## src/rcr_pkg.sv

```systemverilog
package rcr_pkg;

  // Register byte offsets on the APB slave
  localparam logic [7:0] OFS_CAUSE   = 8'h00;
  localparam logic [7:0] OFS_LVSEL   = 8'h04;
  localparam logic [7:0] OFS_LVCTL   = 8'h08;
  localparam logic [7:0] OFS_IRQ_STS = 8'h0C;
  localparam logic [7:0] OFS_IRQ_MSK = 8'h10;

  // Cause register field positions
  localparam int CAUSE_BRN_BIT = 0;
  localparam int CAUSE_WDG_BIT = 1;
  localparam int CAUSE_BAD_BIT = 4;

  // Detect control field positions
  localparam int LVCTL_EN_BIT   = 7;
  localparam int LVCTL_MODE_BIT = 1;

  // Reset values
  localparam logic [7:0] LVSEL_RST   = 8'h0E;
  localparam logic [7:0] LVCTL_RST   = 8'h00;
  localparam logic [4:0] IRQ_MSK_RST = 5'h00;

  // Opcode that traps as illegal
  localparam logic [7:0] BAD_OPCODE = 8'hFF;

  // Oscillation stabilization wait
  localparam int         CLK_PERIOD_NS = 40;
  localparam int         OSC_WAIT_NS   = 2000;
  localparam logic [6:0] OSC_WAIT_CYC  =
    7'((OSC_WAIT_NS + CLK_PERIOD_NS - 1) / CLK_PERIOD_NS);

  // One bit per reset source
  typedef struct packed {
    logic lvd;
    logic wdg;
    logic bad;
    logic power_on_clear;
    logic pin;
  } rst_src_t;

  // Cause flags kept across watchdog, bad-opcode and low-voltage resets
  typedef struct packed {
    logic bad;
    logic wdg;
    logic brn;
  } cause_t;

  typedef enum logic [1:0] {
    ST_RUN  = 2'b01,
    ST_WAIT = 2'b10
  } seq_state_t;

endpackage : rcr_pkg

```

## src/rise_sync.sv

```systemverilog
`timescale 1ns/100ps
// Two-flop synchroniser with a one-cycle pulse on the rising synced level
module rise_sync (
  // Clock and reset
  input  wire logic pclk,
  input  wire logic presetn,
  // Async level in, pulse out
  input  wire logic async_in,
  output logic      rise_pulse
);

  logic meta_r;
  logic sync_r;
  logic prev_r;

  // Only sync_r reads meta_r
  always_ff @(posedge pclk or negedge presetn) begin
    if (!presetn) begin
      meta_r <= 1'b0;
      sync_r <= 1'b0;
      prev_r <= 1'b0;
    end else begin
      meta_r <= async_in;
      sync_r <= meta_r;
      prev_r <= sync_r;
    end
  end

  assign rise_pulse = sync_r & ~prev_r;

endmodule : rise_sync

```

## src/reset_cause_recorder.sv

```systemverilog
// The implementer's own choices: the APB slave port and the register offsets.
`timescale 1ns/100ps
module reset_cause_recorder
  import rcr_pkg::*;
(
  // Clock and reset
  input  wire logic        pclk,
  input  wire logic        presetn,
  // APB slave
  input  wire logic        psel,
  input  wire logic        penable,
  input  wire logic        pwrite,
  input  wire logic [7:0]  paddr,
  input  wire logic [31:0] pwdata,
  output logic             pready,
  output logic             pslverr,
  output logic [31:0]      prdata,
  // Reset sources
  input  wire logic        rst_pin_n,
  input  wire logic        poc_active,
  input  wire logic        wdg_expire,
  input  wire logic        lvd_trip,
  // Instruction execute snoop
  input  wire logic        op_exec,
  input  wire logic [7:0]  op_code,
  // Option byte: undervoltage detector on by default
  input  wire logic        opt_lvd_default_on,
  // Reset sequencing
  output logic             sys_reset_req,
  output logic             pc_undefined,
  output logic             reset_ack,
  // Interrupt
  output logic             irq
);

  rst_src_t   src;
  cause_t     cause_r, cause_nxt;
  seq_state_t state_r, state_nxt;
  logic [6:0] wait_cnt_r, wait_cnt_nxt;
  logic [7:0] lvsel_r, lvsel_nxt;
  logic [7:0] lvctl_r, lvctl_nxt;
  logic [4:0] irq_sts_r, irq_sts_nxt;
  logic [4:0] irq_msk_r;
  logic [31:0] rdata_nxt;
  logic       ack_r;

  // Pin and power-on clear come from outside the clock domain
  rise_sync u_pin_sync (
    .pclk       (pclk),
    .presetn    (presetn),
    .async_in   (~rst_pin_n),
    .rise_pulse (src.pin)
  );

  rise_sync u_poc_sync (
    .pclk       (pclk),
    .presetn    (presetn),
    .async_in   (poc_active),
    .rise_pulse (src.power_on_clear)
  );

  assign src.bad = op_exec & (op_code == BAD_OPCODE);
  assign src.wdg = wdg_expire;
  assign src.lvd = lvd_trip;

  wire any_src   = |src;
  wire full_rst  = src.pin | src.power_on_clear | src.bad | src.wdg;

  // APB decode; zero wait states
  wire setup_ph  = psel & ~penable;
  wire access_ph = psel & penable;
  wire hit_cause = (paddr == OFS_CAUSE);
  wire hit_lvsel = (paddr == OFS_LVSEL);
  wire hit_lvctl = (paddr == OFS_LVCTL);
  wire hit_sts   = (paddr == OFS_IRQ_STS);
  wire hit_msk   = (paddr == OFS_IRQ_MSK);
  wire mapped    = hit_cause | hit_lvsel | hit_lvctl | hit_sts | hit_msk;
  wire wr_acc    = access_ph & pwrite & mapped;
  wire rd_cause  = access_ph & ~pwrite & hit_cause;

  assign pready  = 1'b1;
  assign pslverr = access_ph & ~mapped;

  wire cause_clr = src.pin | src.power_on_clear | rd_cause;

  // flags set by their source, held otherwise; set beats clear
  assign cause_nxt.bad = src.bad | (cause_r.bad & ~cause_clr);
  assign cause_nxt.wdg = src.wdg | (cause_r.wdg & ~cause_clr);
  assign cause_nxt.brn = src.lvd | (cause_r.brn & ~cause_clr);

  assign lvsel_nxt = full_rst ? LVSEL_RST :
                     (wr_acc & hit_lvsel) ? pwdata[7:0] : lvsel_r;

  // control default from source and option byte
  wire [7:0] lvctl_opt = opt_lvd_default_on ?
                         (LVCTL_RST | (8'h01 << LVCTL_EN_BIT) | (8'h01 << LVCTL_MODE_BIT)) :
                         LVCTL_RST;
  // A low-voltage reset keeps the detector running so it can release the reset
  wire [7:0] lvctl_lvd = LVCTL_RST | (lvctl_r & (8'h01 << LVCTL_EN_BIT))
                         | (8'h01 << LVCTL_MODE_BIT);
  assign lvctl_nxt = full_rst ? lvctl_opt :
                     src.lvd  ? lvctl_lvd :
                     (wr_acc & hit_lvctl) ? pwdata[7:0] : lvctl_r;

  // Sticky status, write one to clear, new events win
  assign irq_sts_nxt = src | (irq_sts_r & ~((wr_acc & hit_sts) ? pwdata[4:0] : 5'h00));
  assign irq = |(irq_sts_r & irq_msk_r);

  // Read data, captured in the setup phase
  always_comb begin
    rdata_nxt = 32'h0000_0000;
    if (hit_cause) begin
      rdata_nxt[CAUSE_BAD_BIT] = cause_r.bad;
      rdata_nxt[CAUSE_WDG_BIT] = cause_r.wdg;
      rdata_nxt[CAUSE_BRN_BIT] = cause_r.brn;
    end else if (hit_lvsel) begin
      rdata_nxt[7:0] = lvsel_r;
    end else if (hit_lvctl) begin
      rdata_nxt[7:0] = lvctl_r;
    end else if (hit_sts) begin
      rdata_nxt[4:0] = irq_sts_r;
    end else if (hit_msk) begin
      rdata_nxt[4:0] = irq_msk_r;
    end
  end

  // wait sequence; a new source restarts the wait
  always_comb begin
    state_nxt    = state_r;
    wait_cnt_nxt = wait_cnt_r;
    unique case (state_r)
      ST_RUN: begin
        if (any_src) begin
          state_nxt    = ST_WAIT;
          wait_cnt_nxt = OSC_WAIT_CYC;
        end
      end
      ST_WAIT: begin
        if (any_src) begin
          wait_cnt_nxt = OSC_WAIT_CYC;
        end else if (wait_cnt_r == 7'd1) begin
          state_nxt    = ST_RUN;
          wait_cnt_nxt = 7'd0;
        end else begin
          wait_cnt_nxt = wait_cnt_r - 7'd1;
        end
      end
      default: begin
        state_nxt    = ST_RUN;
        wait_cnt_nxt = 7'd0;
      end
    endcase
  end

  // Cause and detector registers
  always_ff @(posedge pclk or negedge presetn) begin
    if (!presetn) begin
      cause_r <= '0;
      lvsel_r <= LVSEL_RST;
      lvctl_r <= LVCTL_RST;
    end else begin
      cause_r <= cause_nxt;
      lvsel_r <= lvsel_nxt;
      lvctl_r <= lvctl_nxt;
    end
  end

  // Interrupt registers and read data
  always_ff @(posedge pclk or negedge presetn) begin
    if (!presetn) begin
      irq_sts_r <= 5'h00;
      irq_msk_r <= IRQ_MSK_RST;
      prdata    <= 32'h0000_0000;
    end else begin
      irq_sts_r <= irq_sts_nxt;
      if (wr_acc & hit_msk) irq_msk_r <= pwdata[4:0];
      if (setup_ph) prdata <= rdata_nxt;
    end
  end

  // Sequencer registers
  always_ff @(posedge pclk or negedge presetn) begin
    if (!presetn) begin
      state_r    <= ST_RUN;
      wait_cnt_r <= 7'd0;
      ack_r      <= 1'b0;
    end else begin
      state_r    <= state_nxt;
      wait_cnt_r <= wait_cnt_nxt;
      ack_r      <= (state_r == ST_WAIT) & (state_nxt == ST_RUN);
    end
  end

  // program counter flagged undefined only while waiting
  assign sys_reset_req = (state_r == ST_WAIT);
  assign pc_undefined  = (state_r == ST_WAIT);
  assign reset_ack     = ack_r;

  // opcode FF sets the bad-opcode flag
  chk_bad_opcode: assert property (@(posedge pclk) disable iff (!presetn)
    (op_exec && op_code == BAD_OPCODE) |=> cause_r.bad && pc_undefined)
    else $error("illegal opcode did not trap");

  // watchdog source holds the bad-opcode flag
  chk_flag_hold: assert property (@(posedge pclk) disable iff (!presetn)
    (src.wdg && !src.bad && !cause_clr) |=> (cause_r.bad == $past(cause_r.bad)) && cause_r.wdg)
    else $error("cause flag not held on watchdog reset");

  chk_lvsel_reload: assert property (@(posedge pclk) disable iff (!presetn)
    full_rst |=> lvsel_r == LVSEL_RST)
    else $error("level select not reloaded");

  chk_lvsel_held: assert property (@(posedge pclk) disable iff (!presetn)
    (src.lvd && !full_rst && !wr_acc) |=> $stable(lvsel_r))
    else $error("level select changed on low-voltage reset");

  // control value after a full reset
  chk_lvctl_value: assert property (@(posedge pclk) disable iff (!presetn)
    (full_rst && !opt_lvd_default_on) |=> lvctl_r == LVCTL_RST)
    else $error("detect control not defaulted");

  // Cycles since the latest source, saturating; kept apart from the wait counter
  logic [6:0] since_src_r;
  always_ff @(posedge pclk or negedge presetn) begin
    if (!presetn) begin
      since_src_r <= 7'h00;
    end else if (any_src) begin
      since_src_r <= 7'h01;
    end else if (since_src_r != 7'h00 && since_src_r != 7'h7F) begin
      since_src_r <= since_src_r + 7'h01;
    end
  end

  // wait lasts the full stabilization count
  chk_pc_wait: assert property (@(posedge pclk) disable iff (!presetn)
    pc_undefined == ((since_src_r != 7'h00) && (since_src_r <= OSC_WAIT_CYC)))
    else $error("stabilization wait length wrong");

  // read clears flags unless a source sets them
  chk_cause_clear: assert property (@(posedge pclk) disable iff (!presetn)
    (rd_cause && !src.bad && !src.wdg && !src.lvd) |=> cause_r == 3'b000)
    else $error("cause flags not cleared");

  chk_multi_set: assert property (@(posedge pclk) disable iff (!presetn)
    (src.wdg && src.lvd) |=> cause_r.wdg && cause_r.brn)
    else $error("simultaneous causes not all set");

endmodule : reset_cause_recorder

```

## config.mk

```make
export PLATFORM = sky130hd
export DESIGN_NAME = reset_cause_recorder
export DESIGN_NICKNAME = d
export VERILOG_FILES = /design/src/rcr_pkg.sv /design/src/rise_sync.sv /design/src/reset_cause_recorder.sv
export SDC_FILE = /design/constraint.sdc
export NUM_CORES = 1
export LEC_CHECK = 0
export ABC_AREA = 1
export BUFFER_PORTS_ARGS = -buffer_cell sky130_fd_sc_hd__buf_4
export CORE_MARGIN = 5
export CORE_UTILIZATION = 51
export DETAILED_ROUTE_END_ITERATION = 12
export GPL_ROUTABILITY_DRIVEN = 0
export HOLD_SLACK_MARGIN = 0.03
export PLACE_DENSITY_LB_ADDON = 0.1
export SLEW_MARGIN = 5
export SYNTH_ARGS = -nofsm -noshare
export SYNTH_HDL_FRONTEND = slang
export SYNTH_SLANG_ARGS = --single-unit
```

## constraint.sdc

```tcl
create_clock -name pclk -period 1.65 [get_ports pclk]
set_clock_uncertainty 0.15 [all_clocks]
set_input_delay 0.165 -clock pclk [delete_from_list [all_inputs] [get_ports pclk]]
set_output_delay 0.165 -clock pclk [all_outputs]
set_load 0.05 [all_outputs]
```

# ---- Yosys cells after proc, flatten, opt, wreduce, memory -nomap -nowiden
# Index checks and enable logic that the tools add are counted.
dict set report classes {
  n_reduce_logical 7
  bitwise 40
  n_eq_ne 11
  n_addsub 1
  n_mux 24
}
# op n
set op_table {}
lappend op_table {{8-bit two-way mux} 7}
lappend op_table {{7-bit two-way mux} 3}
lappend op_table {{5-bit two-way mux} 4}
lappend op_table {{1-bit AND} 18}
lappend op_table {{8-bit by 4-bit equality test with 1-bit output (second input constant)} 2}
lappend op_table {{7-bit one-hot mux with 2 select lines} 1}
lappend op_table {{1-bit bitwise OR} 11}
lappend op_table {{5-bit AND} 2}
lappend op_table {{2-bit two-way mux} 5}
lappend op_table {{5-bit OR reduction} 2}
lappend op_table {{8-bit by 3-bit equality test with 1-bit output (second input constant)} 1}
lappend op_table {{8-bit by 5-bit equality test with 1-bit output (second input constant)} 1}
lappend op_table {{8-bit equality test (second input constant)} 1}
lappend op_table {{8-bit logical NOT} 1}
lappend op_table {{7-bit by 1-bit equality test with 1-bit output (second input constant)} 1}
lappend op_table {{1-bit NOT} 7}
lappend op_table {{7-bit by 1-bit subtractor with 7-bit output (second input constant)} 1}
lappend op_table {{3-bit two-way mux} 2}
lappend op_table {{5-bit NOT} 1}
lappend op_table {{5-bit bitwise OR} 1}
lappend op_table {{2-bit by 1-bit equality test with 1-bit output (second input constant)} 2}
lappend op_table {{2-bit one-hot mux with 2 select lines} 1}
lappend op_table {{2-bit nonzero test} 2}
lappend op_table {{3-bit nonzero test} 1}
lappend op_table {{5 further kinds} 5}
dict set report word_totals {
  input_bits 59
  out_inout_bits 38
  register_bits 53
  elab_cells 101
}

# ---- Logic depth before layout (Yosys ltp)
dict set report depth {
  word_depth 11
  mapped_depth 11
  ltp_nobuf 11
}

# ---- Cells and area by module
# Synthesis repeated with hierarchy kept, for this count alone.
dict set report unflattened {
  hier_cells 393
  area_unflattened_um2 3050.4
}
# mod cells_per_inst seq_area_each_um2 instances area_per_inst_um2
set by_module_without_submodules {}
lappend by_module_without_submodules {reset_cause_recorder 383 1181.1 1 2880.3}
lappend by_module_without_submodules {rise_sync 5 75.1 2 85.1}

# ---- Worst setup path before layout
# OpenSTA, ideal clock, no wires.
dict set report synth_timing {
  path_kind {in2out}
  from {input port paddr[2]}
  to {output port pslverr}
  arrival_ns 1.736
  setup_slack_ns -0.401
  t_required_ns 1.335
  path_stages 7
  n_path_buf 1
  path_cell_list {buf_6 > clkinv_2 > nand2_1 > nor2_1 > nand3_1 > inv_2 > nor3_1}
}
dict set report synth_via {
  elab_chain_cells 7
  elab_cells_between_ends 11
  cone_classes {eq/ne: 4; bitwise: 6; reduce/logical: 1}
}
# element line_no
set synth_lines {}
lappend synth_lines {{from (decl)} reset_cause_recorder.sv:13} ;# input wire logic [7:0] paddr,
lappend synth_lines {{8-bit by 3-bit equality test with 1-bit output or 8-bit logical NOT (tied branches)} {reset_cause_recorder.sv:73, reset_cause_recorder.sv:72}}
lappend synth_lines {{1-bit bitwise OR (3 in a row)} reset_cause_recorder.sv:77} ;# wire mapped = hit_cause | hit_lvsel | hit_lvctl | hit_sts | hit_msk;
lappend synth_lines {{1-bit bitwise OR (*)} reset_cause_recorder.sv:77}
lappend synth_lines {{1-bit NOT (*)} reset_cause_recorder.sv:82} ;# assign pslverr = access_ph & ~mapped;
lappend synth_lines {{1-bit AND (*)} reset_cause_recorder.sv:82}
lappend synth_lines {{to (decl)} reset_cause_recorder.sv:16} ;# output logic pslverr,
# Every way passes the cells marked *; elsewhere a longest branch is shown, timed or not.

# ---- Final worst setup path
dict set report layout_timing {
  from {register u_pin_sync.sync_r}
  to {register state_r[0]}
}
dict set report layout_via {
  elab_chain_cells 4
  elab_cells_between_ends 5
  cone_classes {mux: 3; bitwise: 1; reduce/logical: 1}
}
# element line_no
set layout_lines {}
lappend layout_lines {{from (decl)} rise_sync.sv:13} ;# logic sync_r;
lappend layout_lines {{from (signal assigned)} rise_sync.sv:24} ;# sync_r <= meta_r;
lappend layout_lines {{1-bit AND (*)} rise_sync.sv:29} ;# assign rise_pulse = sync_r & ~prev_r;
lappend layout_lines {{5-bit OR reduction (*)} reset_cause_recorder.sv:66} ;# wire any_src = |src;
lappend layout_lines {{2-bit two-way mux (on tied branches)} {reset_cause_recorder.sv:139, reset_cause_recorder.sv:133}}
lappend layout_lines {{2-bit one-hot mux with 2 select lines (*)} reset_cause_recorder.sv:131} ;# unique case (state_r)
lappend layout_lines {{named net state_nxt[0]} reset_cause_recorder.sv:38} ;# seq_state_t state_r, state_nxt;
lappend layout_lines {{to (signal assigned)} reset_cause_recorder.sv:188} ;# state_r <= state_nxt;
lappend layout_lines {{to (decl)} reset_cause_recorder.sv:38}
# Mark *: on every way through the listed nets, which the timed path passes. The rest lies on a longest branch.
# A chain may end at the register's enable or synchronous reset.

==> run_results.csv <==
group,metric,value,unit
timing,timing.final.crit_period,1.613,ns
setup_path,worstSetupEndpointType,"flip-flop",
placement,dp_hpwl,4.977,mm
synth,synth-edff-count,0,
placement,place_ws,0.02745,ns
clocking,path_clk_slew,0.10,ns
placement,dp.cells,490,
status,status,"finished clean",
setup_path,rr_endpoint,"state_r[0]$_DFF_PN1_",
layout,final_nets,514,
drt,remaining_drc_errors,0,
synth,yosysWarnings,0,
worst_hold_path,min-delay-start,"pwdata[3]",
layout,seq_area,0.001331,sq mm
synth,syn-instance-count,367,
synth,ys_types,36,
die,io_pins,97,
timing,slew_headroom,55.64,%
synth,synth_largest_area_cell,"dfrtp_1",
die,std_cell_rows,27,
grt,grt_usage,18.34,%
drt,drt_pass1_iterations,4,
drt,ant_nets,0,
power_and_ir_drop,p_per_area,912.1,mW/mm^2
clocking,numClockSinks,53,
drt,first_iter_violations,116,
setup_path,startpoint_type,"flip-flop",
clocking,cts_max_level,2,
setup_path,rr_worst_depth,8,
timing,drv_slew,0,
timing,final-hold-violation-count,0,
setup_path,worst-path-max-fanout,6,
clocking,cts_tree,"built",
layout,synthToLayoutAreaGrowth,28.45,%
synth,yosysTopAreaCellShare,41.30,%
clocking,cts_inserted_buffers,5,
job,cap_violations,0,
timing,rsz0062_at_grt,"yes",
grt,antenna_found_initial,0,
setup_path,r2r_setup_slack,0.04,ns
synth,synth.ff_latch_count,53,
setup_path,rr_startpoint,"u_pin_sync.sync_r$_DFF_PN0_",
drt,wl_per_cell,12.81,um
layout,fillers,499,
timing,whs,0.05418,ns
die,core-area,0.005574,sq mm
synth,netlist_top_cells_count,"nand2_1, dfrtp_1, inv_1",
timing,min_period_over_period,97.73,%
worst_hold_path,hp-class,"in -> reg",
power_and_ir_drop,p_total,3478,uW
grt,grt-ovfl-total,0,
layout,layout.cells.non_filler,524,
die,start_util,53.27,%
drt,vias,2541,
worst_hold_path,holdPathEnd,"irq_msk_r[3]$_DFFE_PN0P_",
setup_path,required,1.73,ns
power_and_ir_drop,p_leak,0.001945,uW
drt,vias_per_cell,4.849,
placement,port_buffers,47,
timing,setup_violations,0,
layout,diodes,0,
setup_path,path_class,"reg -> reg",
clocking,clock_latency,0.31,ns
clocking,ctsLongestPathBuffers,2,
timing,setup_slack,0.03740,ns
synth,seq_area_frac_synth,44.84,%
layout,drive_above_1_share,30.09,%
power_and_ir_drop,ir_drop,0.8311,mV
grt,grt_max_degree,54,
drt,drt_wl_total,6.711,mm
grt,grt_pass1_wl,11.02,mm
die,die_h,86.30,um
worst_hold_path,hold_depth,3,
timing,max_clock_freq,620.1,MHz
die,dieWidth,86.30,um
synth,synth.most_common_cell,"nand2_1",
synth,synthArstFlopShare,100.0,%
synth,avgSynthCellArea,8.090,sq um
clocking,cts_root_buf,"clkbuf_8",
timing,tightest_slew,0.6654,ns
synth,synth.area.top_cells,"dfrtp_1, nand2_1, buf_4",
die,dieArea,0.007448,sq mm
setup_path,cp.arrival,1.69,ns
synth,synthFlopType,"dfrtp_1",
synth,syn_area,0.002969,sq mm
grt,grt_pass1_vias,2447,
layout,multi_input_area,0.001403,sq mm
-- layout by cell type (no fill, tap or decap), types with 6 or more instances in the layout --
| cell type | netlist | layout |
|---|---|---|
| nand3_1 | 26 | 23 |
| inv_1 | 47 | 43 |
| nand3_2 | 3 | 6 |
| nand2_1 | 83 | 77 |
| o21ai_1 | 16 | 18 |
| nand4_1 | 14 | 14 |
| buf_4 | 26 | 65 |
| o22ai_1 | 7 | 7 |
| o21ai_0 | 19 | 15 |
| nand2_2 | 6 | 10 |
| dlygate4sd3_1 | 0 | 11 |
| buf_6 | 3 | 6 |
| dfrtp_1 | 49 | 49 |
| inv_2 | 5 | 8 |
| nor2_1 | 22 | 17 |
| conb_1 | 2 | 25 |
| nor2_2 | 2 | 7 |
| a21oi_1 | 7 | 7 |
-- logic make-up after synthesis --
family	after synthesis	share of synthesized area, %
other cells	2	0.2529
buf+inv	84	14.75
compound gates	53	9.566
simple gates	168	28.02
fa+ha+maj	4	1.686
flops	53	44.84
xor+xnor	3	0.8851
-- power breakdown --
group / leakage (uW) / switching, uW / internal [uW] / total, uW
Sequential: 0.000676 / 59.9 / 1390 / 1450
Clock: 0.0000445 / 444 / 302 / 746
Combinational: 0.00123 / 799 / 479 / 1280
Total: 0.00195 / 1300 / 2180 / 3480
-- sequential cells by signal, summed over array words and instances (netlist names), 2 cells and up --
signal,cells
cause_r,3
irq_msk_r,5
irq_sts_r,5
lvctl_r,8
lvsel_r,8
prdata,8
state_r,2
wait_cnt_r,7
-- metal layers --
metal	vias up	GRT usage (%)	routed length [um]
met2	62	31.89	3384
met5	-	0	0
met4	0	2.975	51
met3	5	3.802	381
met1	1168	23.98	2895
li1	1306	-	-
-- worst max-delay path by stage --
stage | cells past startpoint | slack (ns) | endpoint | start
after floorplan | 7 | 0.03 | pslverr | paddr[2]
after global placement | 10 | 0.04 | wait_cnt_r[1]$_DFFE_PN0P_ | u_pin_sync.sync_r$_DFF_PN0_
after CTS | 5 | 0.01 | irq | irq_msk_r[0]$_DFFE_PN0P_
after detailed placement | 7 | 0.03 | wait_cnt_r[0]$_DFFE_PN0P_ | state_r[0]$_DFF_PN1_
after global routing | 10 | -0.06 | wait_cnt_r[1]$_DFFE_PN0P_ | u_poc_sync.sync_r$_DFF_PN0_
final | 8 | 0.04 | state_r[0]$_DFF_PN1_ | u_pin_sync.sync_r$_DFF_PN0_
-- cell type report --
cell class,count,share of cell area (%)
clock buffer,5,1.804
clock inverter,3,0.5577
inverter,53,5.348
multi-input combinational,254,36.78
sequential,53,34.91
tap,72,2.362
timing repair buffer,84,18.24
-- metrics by stage --
stage	TNS, ns	util (%)	cell area (sq um)
floorplan	0	-	3073
global placement	0	60.43	3368
detailed placement	0	60.43	3368
CTS	0	64.29	3583
global route	-0.5231	68.42	3814
finish	0	68.42	3814
-- repair_timing --
item | in CTS | in global routing
cloned | 0 | 1
pin swaps | 0 | 16
setup buffers | 1 | 14
endpoints found under the hold margin | 62 | 0
hold buffers | 11 | 0
resized for setup | 5 | 35
endpoints found under the setup margin | 4 | 26
-- critical path: stages (launching register included) --
cell,delay [ns]
dfrtp_1,0.39
nand2_2,0.10
nand2_2,0.07
nor2_4,0.14
nand2_4,0.10
nor2_8,0.18
nand2_8,0.09
buf_6,0.13
o211ai_1,0.18
(Power assumes the default switching activity.)
